<file path="src/design/rpc_pkg.sv">
// Constants for the reference clock and PLL control block.
// Assumes one 100 MHz system clock and an APB master for software.
// Operation
// One PLL enable bit selects PLL output or direct reference as clock
// PLL path output is confined between 2.4 and 2.5 GHz
// Direct path: external source drives reference up to 3.5 GHz
// Software programs feedback divider 10 to 255, never below 10
// PLL multiplies reference by twice the divider value
// Charge pump current chosen by calibration unless manual bit set
// Manual code gives (code+1) times 125 uA; reset code 011
// Software should scale manual current with divider value
// Software sets calibration bit once reference stable, clears before next
// Software finishes VCO calibration before DAC calibration
// Read-only lock bit high while PLL locked to reference
// Software sets then clears DAC calibration bit after clock changes
// VCO calibration starts on rising edge of calibration bit only
// Lock bit reads zero while PLL disabled or calibration running
package rpc_pkg;
  localparam logic [7:0] OFF_GENERAL = 8'h00;
  localparam logic [7:0] OFF_PLL     = 8'h08;
  localparam logic [7:0] OFF_DAC     = 8'h0C;
  localparam logic [7:0] OFF_LOCK    = 8'h6C;
  localparam logic [7:0] OFF_IRQ_ST  = 8'h70;
  localparam logic [7:0] OFF_IRQ_EN  = 8'h74;
  localparam logic [7:0] OFF_IRQ_CLR = 8'h78;
  localparam logic [7:0] OFF_MULT    = 8'h7C;
  localparam int BIT_VCO_CAL  = 24;
  localparam int BIT_DAC_CAL  = 24;
  localparam int BIT_LOCK     = 24;
  localparam int BIT_PLL_EN   = 2;
  localparam int BIT_MAN_CP   = 6;
  localparam int CP_LSB       = 3;
  localparam int DIV_LSB      = 8;
  localparam logic [7:0]  DIV_RESET = 8'h19;
  localparam logic [7:0]  DIV_MIN   = 8'h0A;
  localparam logic [2:0]  CP_RESET  = 3'h3;
  localparam logic [10:0] CP_STEP_UA = 11'h07D;
  localparam int VCO_CAL_US  = 20;
  localparam int CLK_MHZ     = 100;
  localparam int VCO_CAL_CYC = VCO_CAL_US * CLK_MHZ;
  localparam int LOCK_US     = 10;
  localparam int LOCK_CYC    = LOCK_US * CLK_MHZ;
  localparam int IRQ_W       = 3;
  localparam int IRQ_LOCK    = 0;
  localparam int IRQ_UNLOCK  = 1;
  localparam int IRQ_CALDONE = 2;
endpackage : rpc_pkg

</file>
<file path="src/design/rpc_top.sv">
// Reference clock select, PLL divider, charge pump and calibration control.
// Assumes an APB master on the system clock; the PLL lock comes as a level
// from the analog macro, synchronous to the system clock.
`timescale 1ns/1ps
module rpc_top #(
  parameter int VCO_CAL_CYC = rpc_pkg::VCO_CAL_CYC,
  parameter int LOCK_CYC    = rpc_pkg::LOCK_CYC
) (
  input  wire logic        CLK_SYS,
  input  wire logic        SYS_RST,
  input  wire logic        PSEL,
  input  wire logic        PENABLE,
  input  wire logic        PWRITE,
  input  wire logic [7:0]  PADDR,
  input  wire logic [31:0] PWDATA,
  output logic      [31:0] PRDATA,
  output logic             PREADY,
  output logic             PSLVERR,
  input  wire logic        PLL_LOCK_RAW,
  output logic             PLL_SEL,
  output logic      [8:0]  PLL_MULT,
  output logic      [10:0] CHARGE_PUMP_CURRENT,
  output logic             VCO_CAL_ACTIVE,
  output logic             DAC_CAL,
  output logic             IRQ
);
  logic [31:0] general_config_register;
  logic [31:0] pll_config_register;
  logic [31:0] dac_config_register;
  logic [rpc_pkg::IRQ_W-1:0] irq_st_reg;
  logic [rpc_pkg::IRQ_W-1:0] irq_en_reg;
  logic [rpc_pkg::IRQ_W-1:0] irq_set;
  logic [rpc_pkg::IRQ_W-1:0] irq_clr;
  logic        wr;
  logic        rd;
  logic        vco_bit_q_reg;
  logic        cal_start;
  logic        cal_busy;
  logic        cal_done;
  logic        lock_busy;
  logic        lock_done;
  logic        locked_reg;
  logic        locked_q_reg;
  logic [2:0]  auto_cp_reg;
  logic [2:0]  cp_code;
  logic [7:0]  div;
  logic        pll_en;
  logic        mapped;

  assign wr = PSEL && PENABLE && PWRITE;
  assign rd = PSEL && PENABLE && !PWRITE;
  assign div = pll_config_register[rpc_pkg::DIV_LSB +: 8];
  assign pll_en = pll_config_register[rpc_pkg::BIT_PLL_EN];
  assign mapped = PADDR == rpc_pkg::OFF_GENERAL || PADDR == rpc_pkg::OFF_PLL
    || PADDR == rpc_pkg::OFF_DAC || PADDR == rpc_pkg::OFF_LOCK
    || PADDR == rpc_pkg::OFF_IRQ_ST || PADDR == rpc_pkg::OFF_IRQ_EN
    || PADDR == rpc_pkg::OFF_IRQ_CLR || PADDR == rpc_pkg::OFF_MULT;

  // Config registers; divider below minimum is kept as written by software
  // Writes land at the edge that completes the access, with PREADY high
  always_ff @(posedge CLK_SYS)
  begin
    if (SYS_RST)
    begin
      general_config_register <= 32'h0000_0000;
      pll_config_register <= {16'h0000, rpc_pkg::DIV_RESET, 1'b0, 1'b0,
        rpc_pkg::CP_RESET, 3'h0};
      dac_config_register <= 32'h0000_0000;
      irq_en_reg <= '0;
    end
    else if (wr && PREADY)
    begin
      if (PADDR == rpc_pkg::OFF_GENERAL)
        general_config_register <= PWDATA;
      if (PADDR == rpc_pkg::OFF_PLL)
        pll_config_register <= PWDATA;
      if (PADDR == rpc_pkg::OFF_DAC)
        dac_config_register <= PWDATA;
      if (PADDR == rpc_pkg::OFF_IRQ_EN)
        irq_en_reg <= PWDATA[rpc_pkg::IRQ_W-1:0];
    end
  end

  // One wait state: PREADY rises in the second access cycle
  always_ff @(posedge CLK_SYS)
  begin
    if (SYS_RST)
    begin
      PREADY  <= 1'b0;
      PSLVERR <= 1'b0;
      PRDATA  <= 32'h0000_0000;
    end
    else if (PSEL && PENABLE && !PREADY)
    begin
      PREADY  <= 1'b1;
      PSLVERR <= !mapped;
      PRDATA  <= 32'h0000_0000;
      if (rd)
      begin
        case (PADDR)
          rpc_pkg::OFF_GENERAL: PRDATA <= general_config_register;
          rpc_pkg::OFF_PLL:     PRDATA <= pll_config_register;
          rpc_pkg::OFF_DAC:     PRDATA <= dac_config_register;
          rpc_pkg::OFF_LOCK:
            PRDATA <= 32'(locked_reg) << rpc_pkg::BIT_LOCK;
          rpc_pkg::OFF_IRQ_ST:  PRDATA <= 32'(irq_st_reg);
          rpc_pkg::OFF_IRQ_EN:  PRDATA <= 32'(irq_en_reg);
          rpc_pkg::OFF_MULT:    PRDATA <= {23'h00_0000, div, 1'b0};
          default:              PRDATA <= 32'h0000_0000;
        endcase
      end
    end
    else
    begin
      PREADY  <= 1'b0;
      PSLVERR <= 1'b0;
    end
  end

  // Rising edge of the calibration bit starts the sequence while the PLL is enabled
  always_ff @(posedge CLK_SYS)
  begin
    if (SYS_RST)
      vco_bit_q_reg <= 1'b0;
    else
      vco_bit_q_reg <= general_config_register[rpc_pkg::BIT_VCO_CAL];
  end
  assign cal_start = general_config_register[rpc_pkg::BIT_VCO_CAL]
    && !vco_bit_q_reg && pll_en;

  rpc_timer #(.CYC(VCO_CAL_CYC)) u_cal (
    .clk   (CLK_SYS),
    .rst   (SYS_RST),
    .start (cal_start),
    .abort (!pll_en),
    .busy  (cal_busy),
    .done  (cal_done)
  );

  rpc_timer #(.CYC(LOCK_CYC)) u_lock (
    .clk   (CLK_SYS),
    .rst   (SYS_RST),
    .start (cal_done),
    .abort (!pll_en || cal_start),
    .busy  (lock_busy),
    .done  (lock_done)
  );

  // Automatic current choice from the divider band, latched at cal start
  always_ff @(posedge CLK_SYS)
  begin
    if (SYS_RST)
      auto_cp_reg <= rpc_pkg::CP_RESET;
    else if (cal_start)
    begin
      if (div < 8'd16)       auto_cp_reg <= 3'h0;
      else if (div < 8'd24)  auto_cp_reg <= 3'h1;
      else if (div < 8'd36)  auto_cp_reg <= 3'h2;
      else if (div < 8'd44)  auto_cp_reg <= 3'h3;
      else if (div < 8'd56)  auto_cp_reg <= 3'h4;
      else if (div < 8'd64)  auto_cp_reg <= 3'h5;
      else if (div < 8'd80)  auto_cp_reg <= 3'h6;
      else                   auto_cp_reg <= 3'h7;
    end
  end
  assign cp_code = pll_config_register[rpc_pkg::BIT_MAN_CP]
    ? pll_config_register[rpc_pkg::CP_LSB +: 3] : auto_cp_reg;

  // Lock is gated off while disabled or calibrating
  always_ff @(posedge CLK_SYS)
  begin
    if (SYS_RST)
    begin
      locked_reg   <= 1'b0;
      locked_q_reg <= 1'b0;
    end
    else
    begin
      locked_reg <= pll_en && !cal_busy && !lock_busy
        && PLL_LOCK_RAW && (lock_done || locked_reg);
      locked_q_reg <= locked_reg;
    end
  end

  // Outputs to the analog macro
  always_ff @(posedge CLK_SYS)
  begin
    if (SYS_RST)
    begin
      PLL_SEL <= 1'b0;
      PLL_MULT <= 9'h000;
      CHARGE_PUMP_CURRENT <= 11'h000;
      VCO_CAL_ACTIVE <= 1'b0;
      DAC_CAL <= 1'b0;
    end
    else
    begin
      PLL_SEL <= pll_en;
      // Band limit sits in the VCO; logic only passes 2N on
      PLL_MULT <= {div, 1'b0};
      CHARGE_PUMP_CURRENT <= 11'(({8'h00, cp_code} + 11'h001)
        * rpc_pkg::CP_STEP_UA);
      VCO_CAL_ACTIVE <= cal_busy;
      DAC_CAL <= dac_config_register[rpc_pkg::BIT_DAC_CAL];
    end
  end

  // Sticky events; set wins over clear
  assign irq_set = {cal_done, locked_q_reg && !locked_reg,
    locked_reg && !locked_q_reg};
  assign irq_clr = (wr && PREADY && PADDR == rpc_pkg::OFF_IRQ_CLR)
    ? PWDATA[rpc_pkg::IRQ_W-1:0] : '0;
  always_ff @(posedge CLK_SYS)
  begin
    if (SYS_RST)
    begin
      irq_st_reg <= '0;
      IRQ <= 1'b0;
    end
    else
    begin
      irq_st_reg <= (irq_st_reg & ~irq_clr) | irq_set;
      IRQ <= |(((irq_st_reg & ~irq_clr) | irq_set) & irq_en_reg);
    end
  end

  sel_follow_a: assert property (@(posedge CLK_SYS)
    disable iff (SYS_RST) ##1 PLL_SEL == $past(pll_en))
    else $error("PLL select lags");
  // Output still holds its reset value on the first edge after release
  mult_even_a: assert property (@(posedge CLK_SYS)
    disable iff (SYS_RST) ##1 $past(SYS_RST)
    || (!PLL_MULT[0] && PLL_MULT[8:1] == $past(div)))
    else $error("Multiplier not 2N");
  cp_manual_a: assert property (@(posedge CLK_SYS)
    disable iff (SYS_RST) pll_config_register[rpc_pkg::BIT_MAN_CP]
    |=> CHARGE_PUMP_CURRENT == 11'(({8'h00,
    $past(pll_config_register[5:3])} + 11'h001) * 11'd125))
    else $error("Manual current wrong");
  cal_edge_a: assert property (@(posedge CLK_SYS)
    disable iff (SYS_RST) cal_start |=> !cal_start)
    else $error("Cal restarted");
  lock_off_a: assert property (@(posedge CLK_SYS)
    disable iff (SYS_RST) (!pll_en || cal_busy) |=> !locked_reg)
    else $error("Lock while off");
  lock_raw_a: assert property (@(posedge CLK_SYS)
    disable iff (SYS_RST) locked_reg |-> $past(PLL_LOCK_RAW))
    else $error("Lock w/o PLL");
  auto_cp_a: assert property (@(posedge CLK_SYS)
    disable iff (SYS_RST) (cal_start && div < 8'd16)
    |=> auto_cp_reg == 3'h0)
    else $error("Auto current band");
  ready_one_a: assert property (@(posedge CLK_SYS) disable iff (SYS_RST)
    PREADY |=> !PREADY) else $error("PREADY stuck");
  c_cal: cover property (@(posedge CLK_SYS) cal_done);
  c_lock: cover property (@(posedge CLK_SYS) $rose(locked_reg));
  c_irq: cover property (@(posedge CLK_SYS) $rose(IRQ));
  c_unlock: cover property (@(posedge CLK_SYS)
    irq_set[rpc_pkg::IRQ_UNLOCK]);
  c_auto: cover property (@(posedge CLK_SYS)
    cal_start && !pll_config_register[rpc_pkg::BIT_MAN_CP]);
endmodule : rpc_top

</file>
<file path="src/design/rpc_timer.sv">
// Down counter that pulses once when a started interval expires.
// Assumes start is a one-cycle pulse; restart reloads the count.
`timescale 1ns/1ps
module rpc_timer #(
  parameter int CYC = 1000
) (
  input  wire logic clk,
  input  wire logic rst,
  input  wire logic start,
  input  wire logic abort,
  output logic      busy,
  output logic      done
);
  logic [31:0] cnt_reg;

  always_ff @(posedge clk)
  begin
    if (rst || abort)
    begin
      cnt_reg <= 32'h0000_0000;
      busy    <= 1'b0;
      done    <= 1'b0;
    end
    else if (start)
    begin
      cnt_reg <= 32'(CYC - 1);
      busy    <= 1'b1;
      done    <= 1'b0;
    end
    else if (busy && cnt_reg == 32'h0000_0000)
    begin
      busy <= 1'b0;
      done <= 1'b1;
    end
    else
    begin
      cnt_reg <= busy ? cnt_reg - 32'h0000_0001 : cnt_reg;
      done    <= 1'b0;
    end
  end
endmodule : rpc_timer

</file>
<file path="config.mk">
export PLATFORM = sky130hd
export DESIGN_NAME = rpc_top
export DESIGN_NICKNAME = d
export VERILOG_FILES = /design/src/design/rpc_pkg.sv /design/src/design/rpc_top.sv /design/src/design/rpc_timer.sv
export SDC_FILE = /design/constraint.sdc
export NUM_CORES = 1
export LEC_CHECK = 0
export BUFFER_PORTS_ARGS = -buffer_cell sky130_fd_sc_hd__buf_2
export CORE_AREA = 2 2 154 156
export DETAILED_ROUTE_END_ITERATION = 6
export DIE_AREA = 0 0 156 158
export REMOVE_ABC_BUFFERS = 1
export SYNTH_ARGS = -nofsm -noshare
export SYNTH_HDL_FRONTEND = slang
export SYNTH_SLANG_ARGS = --single-unit
</file>
<file path="constraint.sdc">
create_clock -name CLK_SYS -period 5.1 [get_ports CLK_SYS]
set_input_delay 1.02 -clock CLK_SYS [delete_from_list [all_inputs] [get_ports CLK_SYS]]
set_output_delay 1.02 -clock CLK_SYS [all_outputs]
set_load 0.02 [all_outputs]
</file>
# Word-level counts from Yosys, hierarchy flattened
# Index checks and enable logic that the tools add are counted.
# Widths: inputs -> output; s select.
[word_totals]
regBits = 234
inputBits = 46
out_inout_bits = 58
elab_cells = 133
[classes]
addsub = 3
n_mul = 1
order_cmp = 7
n_eq_ne = 9
muxes = 24
bitwise = 7
reduce_logical = 55
[ops]
columns = ["cell", "count"]
rows = [
  ["$pmux 32 s7", 1],
  ["$logic_not 32->1", 2],
  ["$sub 32x1->32 const B", 2],
  ["$eq 8x7->1 const B", 5],
  ["$mux 11", 3],
  ["$mux 32", 1],
  ["$mux 10", 3],
  ["$lt 8x6->1 const B", 3],
  ["$mux 3", 6],
  ["$eq 8x4->1 const B", 2],
  ["$logic_and 1x1->1", 16],
  ["$lt 8x5->1 const B", 2],
  ["$lt 8x7->1 const B", 2],
  ["$reduce_and 2->1", 8],
  ["$logic_or 1x1->1", 11],
  ["$mul 4x7->11 const B", 1],
  ["$logic_not 1->1", 9],
  ["$logic_not 8->1", 1],
  ["$mux 1", 8],
  ["$reduce_bool 2->1", 4],
  ["$and 3x3->3", 2],
  ["$reduce_or 2->1", 3],
  ["$add 3x1->4 const B", 1],
  ["$mux 2", 2],
  ["other kinds (5)", 8],
]

# Longest topological paths before layout
[depth]
word_depth = 10
ltp_mapped = 14
ltp_nobuf = 13

# Cells and area by module
# From an unflattened synthesis, not the netlist that was laid out.
[unflattened]
hier_cells = 1260
hier_area_um2 = 10420.0
[modules_own_cells]
columns = ["module", "n_inst", "cells_each", "area_per_inst_um2", "seq_area_each_um2"]
rows = [
  ["rpc_top", 1, 871, 6914.1, 3303.2],
  ["rpc_timer (u_cal)", 1, 193, 1793.0, 680.7],
  ["rpc_timer (u_lock)", 1, 196, 1712.9, 680.7],
]

# Least setup slack after synthesis
# OpenSTA, ideal clock, no wires.
[synth_timing]
path_type = "register to register"
start = "register pll_config_register[6]"
end = "register CHARGE_PUMP_CURRENT[10]"
setup_ns = 0.121
arrival_ns = 4.041
t_required_ns = 4.979
slack_ns = 0.938
path_stages_with_launch = 15
n_path_buf = 1
period_less_slack_ns = 4.162
path_cell_list = "dfxtp_1 > clkbuf_1 > mux2i_1 > inv_1 > ha_1 > xnor2_1 > fa_1 > inv_1 > fa_1 > inv_1 > ha_1 > a2111oi_0 > o21ai_0 > a31oi_1 > mux2_2"
[synth_via]
elab_chain_cells = 3
[synth_lines]
columns = ["element", "line_no", "source"]
rows = [
  ["from (decl)", "rpc_top.sv:28", "logic [31:0] pll_config_register;"],
  ["from (signal assigned)", "rpc_top.sv:66", "pll_config_register <= {16'h0000, rpc_pkg::DIV_RESET, 1'b0, 1'b0,"],
  ["$mux 3", "rpc_top.sv:167", "? pll_config_register[rpc_pkg::CP_LSB +: 3] : auto_cp_reg;"],
  ["$add 3x1->4", "rpc_top.sv:201", "CHARGE_PUMP_CURRENT <= 11'(({8'h00, cp_code} + 11'h001)"],
  ["$mul 4x7->11", "rpc_top.sv:202", "* rpc_pkg::CP_STEP_UA);"],
  ["to (signal assigned)", "rpc_top.sv:201", ""],
  ["to (decl)", "rpc_top.sv:22", "output logic [10:0] CHARGE_PUMP_CURRENT,"],
]
# No other way between the ends.
# A chain may end at the register's enable or synchronous reset.

# Worst setup path after layout
# Same ends and word-level chain as after synthesis.

==> summary.md <==
| Metric | Value |
|---|---|
| Gpl congestion | `0.786` |
| Total congestion overflow | `0` |
| Setup Crit Path Kind | `reg2reg` |
| CTS tree | `yes` |
| Final worst path period need | `4.62 ns` |
| Seq/Total Area, Yosys | `46.0%` |
| Total Routing Usage GR | `21.7%` |
| Layout area overhead | `16.3%` |
| Lkg Pwr | `0.00448 uW` |
| Hold Startpoint | `PRDATA[11]` |
| Worst VDD drop | `0.207 mV` |
| Fin. Hold Viols | `0` |
| Post-synth ARST share | `0%` |
| CTS Buf Count | `26` |
| Final worst path period share | `90.6%` |
| Initial antenna violation count | `3` |
| Critical path launch point type | `register` |
| Tot Pwr | `3900 uW` |
| Avg Vias per Cell | `5.58` |
| Final setup TNS | `0 ns` |
| Post-DR wirelength/cell | `16.7 um` |
| Setup violators final | `0` |
| Top cells by area, synth | `dfxtp_1 (46%), nand2_1 (9.6%), a21oi_1 (7.8%)` |
| Hold-fix buffers at CTS | `0` |
| Core box area | `0.0231 mm2` |
| Clock sinks | `233` |
| Port Buffers | `102` |
| Measured slew at the worst slew-check pin | `1.04 ns` |
| Top-count cell post-synth | `nand2_1` |
| Arr. time, crit path | `5.04 ns` |
| Total Wirelength | `26,900 um` |
| Netlist cell types | `65` |
| Critical R2R Launch | `pll_config_register[6]` |
| Clock skew | `0.00902 ns` |
| Root Driver | `clkbuf_16` |
| Worst-path fanout max | `7` |
| Die ar. | `0.0246 mm2` |
| RR Endpoint | `CHARGE_PUMP_CURRENT[10]` |
| Outcome | `finished clean` |
| Achievable frequency | `0.217 GHz` |
| R2R depth | `13` |
| Final Max Slew Viols | `0` |
| Ys Warns | `0` |
| Max Root-Sink Buffers | `3` |
| Max-cap check violation count | `0` |
| Top_reg_cell synth | `dfxtp_1` |
| Non-Filler Instances | `1,612` |
| 1st-pass router iterations | `5` |
| Proportion of netlist area held by the largest area contributor | `46.0%` |
| Final #Nets | `1,365` |
| Worst Hold Depth | `2` |
| DRC violations left | `0` |
| Die Y | `158 um` |
| # fillers | `2,243` |
| Layout cell share with drive strength beyond 1 | `14.5%` |
| R2R setup slack | `0.48 ns` |
| DP HPWL | `17,000 um` |
| Initial Util | `44.0%` |
| Clk_lat worst skew | `0.53 ns` |
| WHS Endpoint | `PRDATA[11]` |
| Power Density | `330 mW/mm2` |
| Unrepaired setup endpoints after global routing | `false` |
| Largest net degree at the start of global routing | `97` |
| Row cnt | `56` |
| DR iter-0 viols | `731` |
| Post-synth EDFFs | `0` |
| Routed vias | `8,999` |
| Worst slack, placed | `0.394 ns` |
| Post-Synthesis Cell Area | `0.0101 mm2` |
| Die X | `156 um` |
| Clk pin slew, worst setup/hold paths | `0.06 ns` |
| Synthesized area per cell | `8.24 um2` |
| Top cells by count, synth | `nand2_1 (259), dfxtp_1 (233), a21oi_1 (159), clkbuf_1 (71), nor2_1 (60)` |
| Hold Path Class | `reg2reg` |
| Placed cells | `1,561` |
| Post-synth top area cell | `dfxtp_1` |
| Critical Path RT | `5.52 ns` |
| Antenna viol nets, final | `0` |
| Ports | `104` |
| Relative slew slack | `30.7%` |
| Global-route wire length before repair | `43,800 um` |
| H-tree depth | `1` |
| Vias in the first global route | `8,325` |
| Final worst slack | `0.482 ns` |
| Seq cells post-synth | `233` |
| CP Capture Type | `register` |
| Cells after synthesis | `1,231` |
-- critical path, stage by stage, from the launching register on --
cell and delay, ns:
dfxtp_1 0.52, mux2i_2 0.45, inv_1 0.16, ha_1 0.24
xnor2_1 0.50, fa_1 0.57, inv_1 0.10, fa_1 0.41
inv_1 0.07, ha_1 0.26, a2111oi_0 0.49, o21ai_0 0.17
a31oi_1 0.22, mux2_2 0.35
-- what timing repair did --
item / 4_1_cts / 5_1_grt
resized for setup: 0 / 1
setup buffers: 0 / 0
endpoints found under the setup margin: 0 / 1
-- per-layer routing --
layer  track usage, %  wire (um)
met3             3.67       1460
met2             34.8      12200
met5                0         18
met1             31.0      12800
met4             4.37        377
-- how the worst max path moves through the flow --
stage / start / endpoint / slack [ns] / cells past startpoint
final: pll_config_register[6] / CHARGE_PUMP_CURRENT[10] / 0.48 / 13
after global routing: pll_config_register[6] / CHARGE_PUMP_CURRENT[10] / 0.16 / 13
after CTS: pll_config_register[6] / CHARGE_PUMP_CURRENT[10] / 0.39 / 13
after detailed placement: pll_config_register[6] / CHARGE_PUMP_CURRENT[10] / 0.39 / 13
after global placement: pll_config_register[6] / CHARGE_PUMP_CURRENT[10] / 0.60 / 13
after floorplan: PADDR[5] / general_config_register[0] / 0.62 / 5
-- area by class of cell --
class / instances / area, um2 / share of cell area [%]
clock buffers: 36 / 748 / 6.34
diodes: 3 / 7.51 / 0.0636
multi-input cells: 884 / 5070 / 43.0
flip-flops and latches: 233 / 4660 / 39.5
inverters: 35 / 131 / 1.11
well taps: 290 / 363 / 3.08
clock inverters: 12 / 175 / 1.48
repair buffers: 119 / 641 / 5.43
-- cells by family after synthesis --
group                    count (synthesis)  synth area share, %
multiplexers                            13                 1.32
XOR/XNOR                                19                 1.64
AND/OR/NAND/NOR                        502                 23.7
flip-flops                             233                 46.0
AO/OA/AOI/OAI                          329                 20.1
other                                    1               0.0370
buffers and inverters                  114                 4.39
adder cells (fa/ha/maj)                 20                 2.76
-- cells in the final DEF (no fill, tap or decap), drive strengths merged, types with 7 or more instances in the layout --
master,count
nor4,24
nor3,20
dfxtp,233
clkinv,8
inv,35
a21oi,159
or2,7
nor2,60
o41ai,8
nand2,259
clkbuf,36
xnor2,13
nand3,10
a31oi,11
or4,23
o31ai,16
o21ai,55
nand4,10
buf,119
or3,31
nor2b,19
mux2i,10
a22o,27
ha,16
-- power by group --
group	internal [uW]	switching [uW]	total, uW
Combinational	25.3	64.0	89.3
Clock	1230	754	1980
Sequential	1820	1.32	1830
Total	3080	819	3900
-- per-stage QoR --
step	instance area [um2]	hold slack (ns)	util [%]
after detailed placement	10900	0.441	47.1
after global routing	11800	0.467	51.2
final	11800	0.445	51.2
after CTS	11800	0.455	51.1
after global placement	10900	0.431	47.1
after floorplan	9830	0.430	-
No activity file was read; power rests on OpenSTA's default activity.
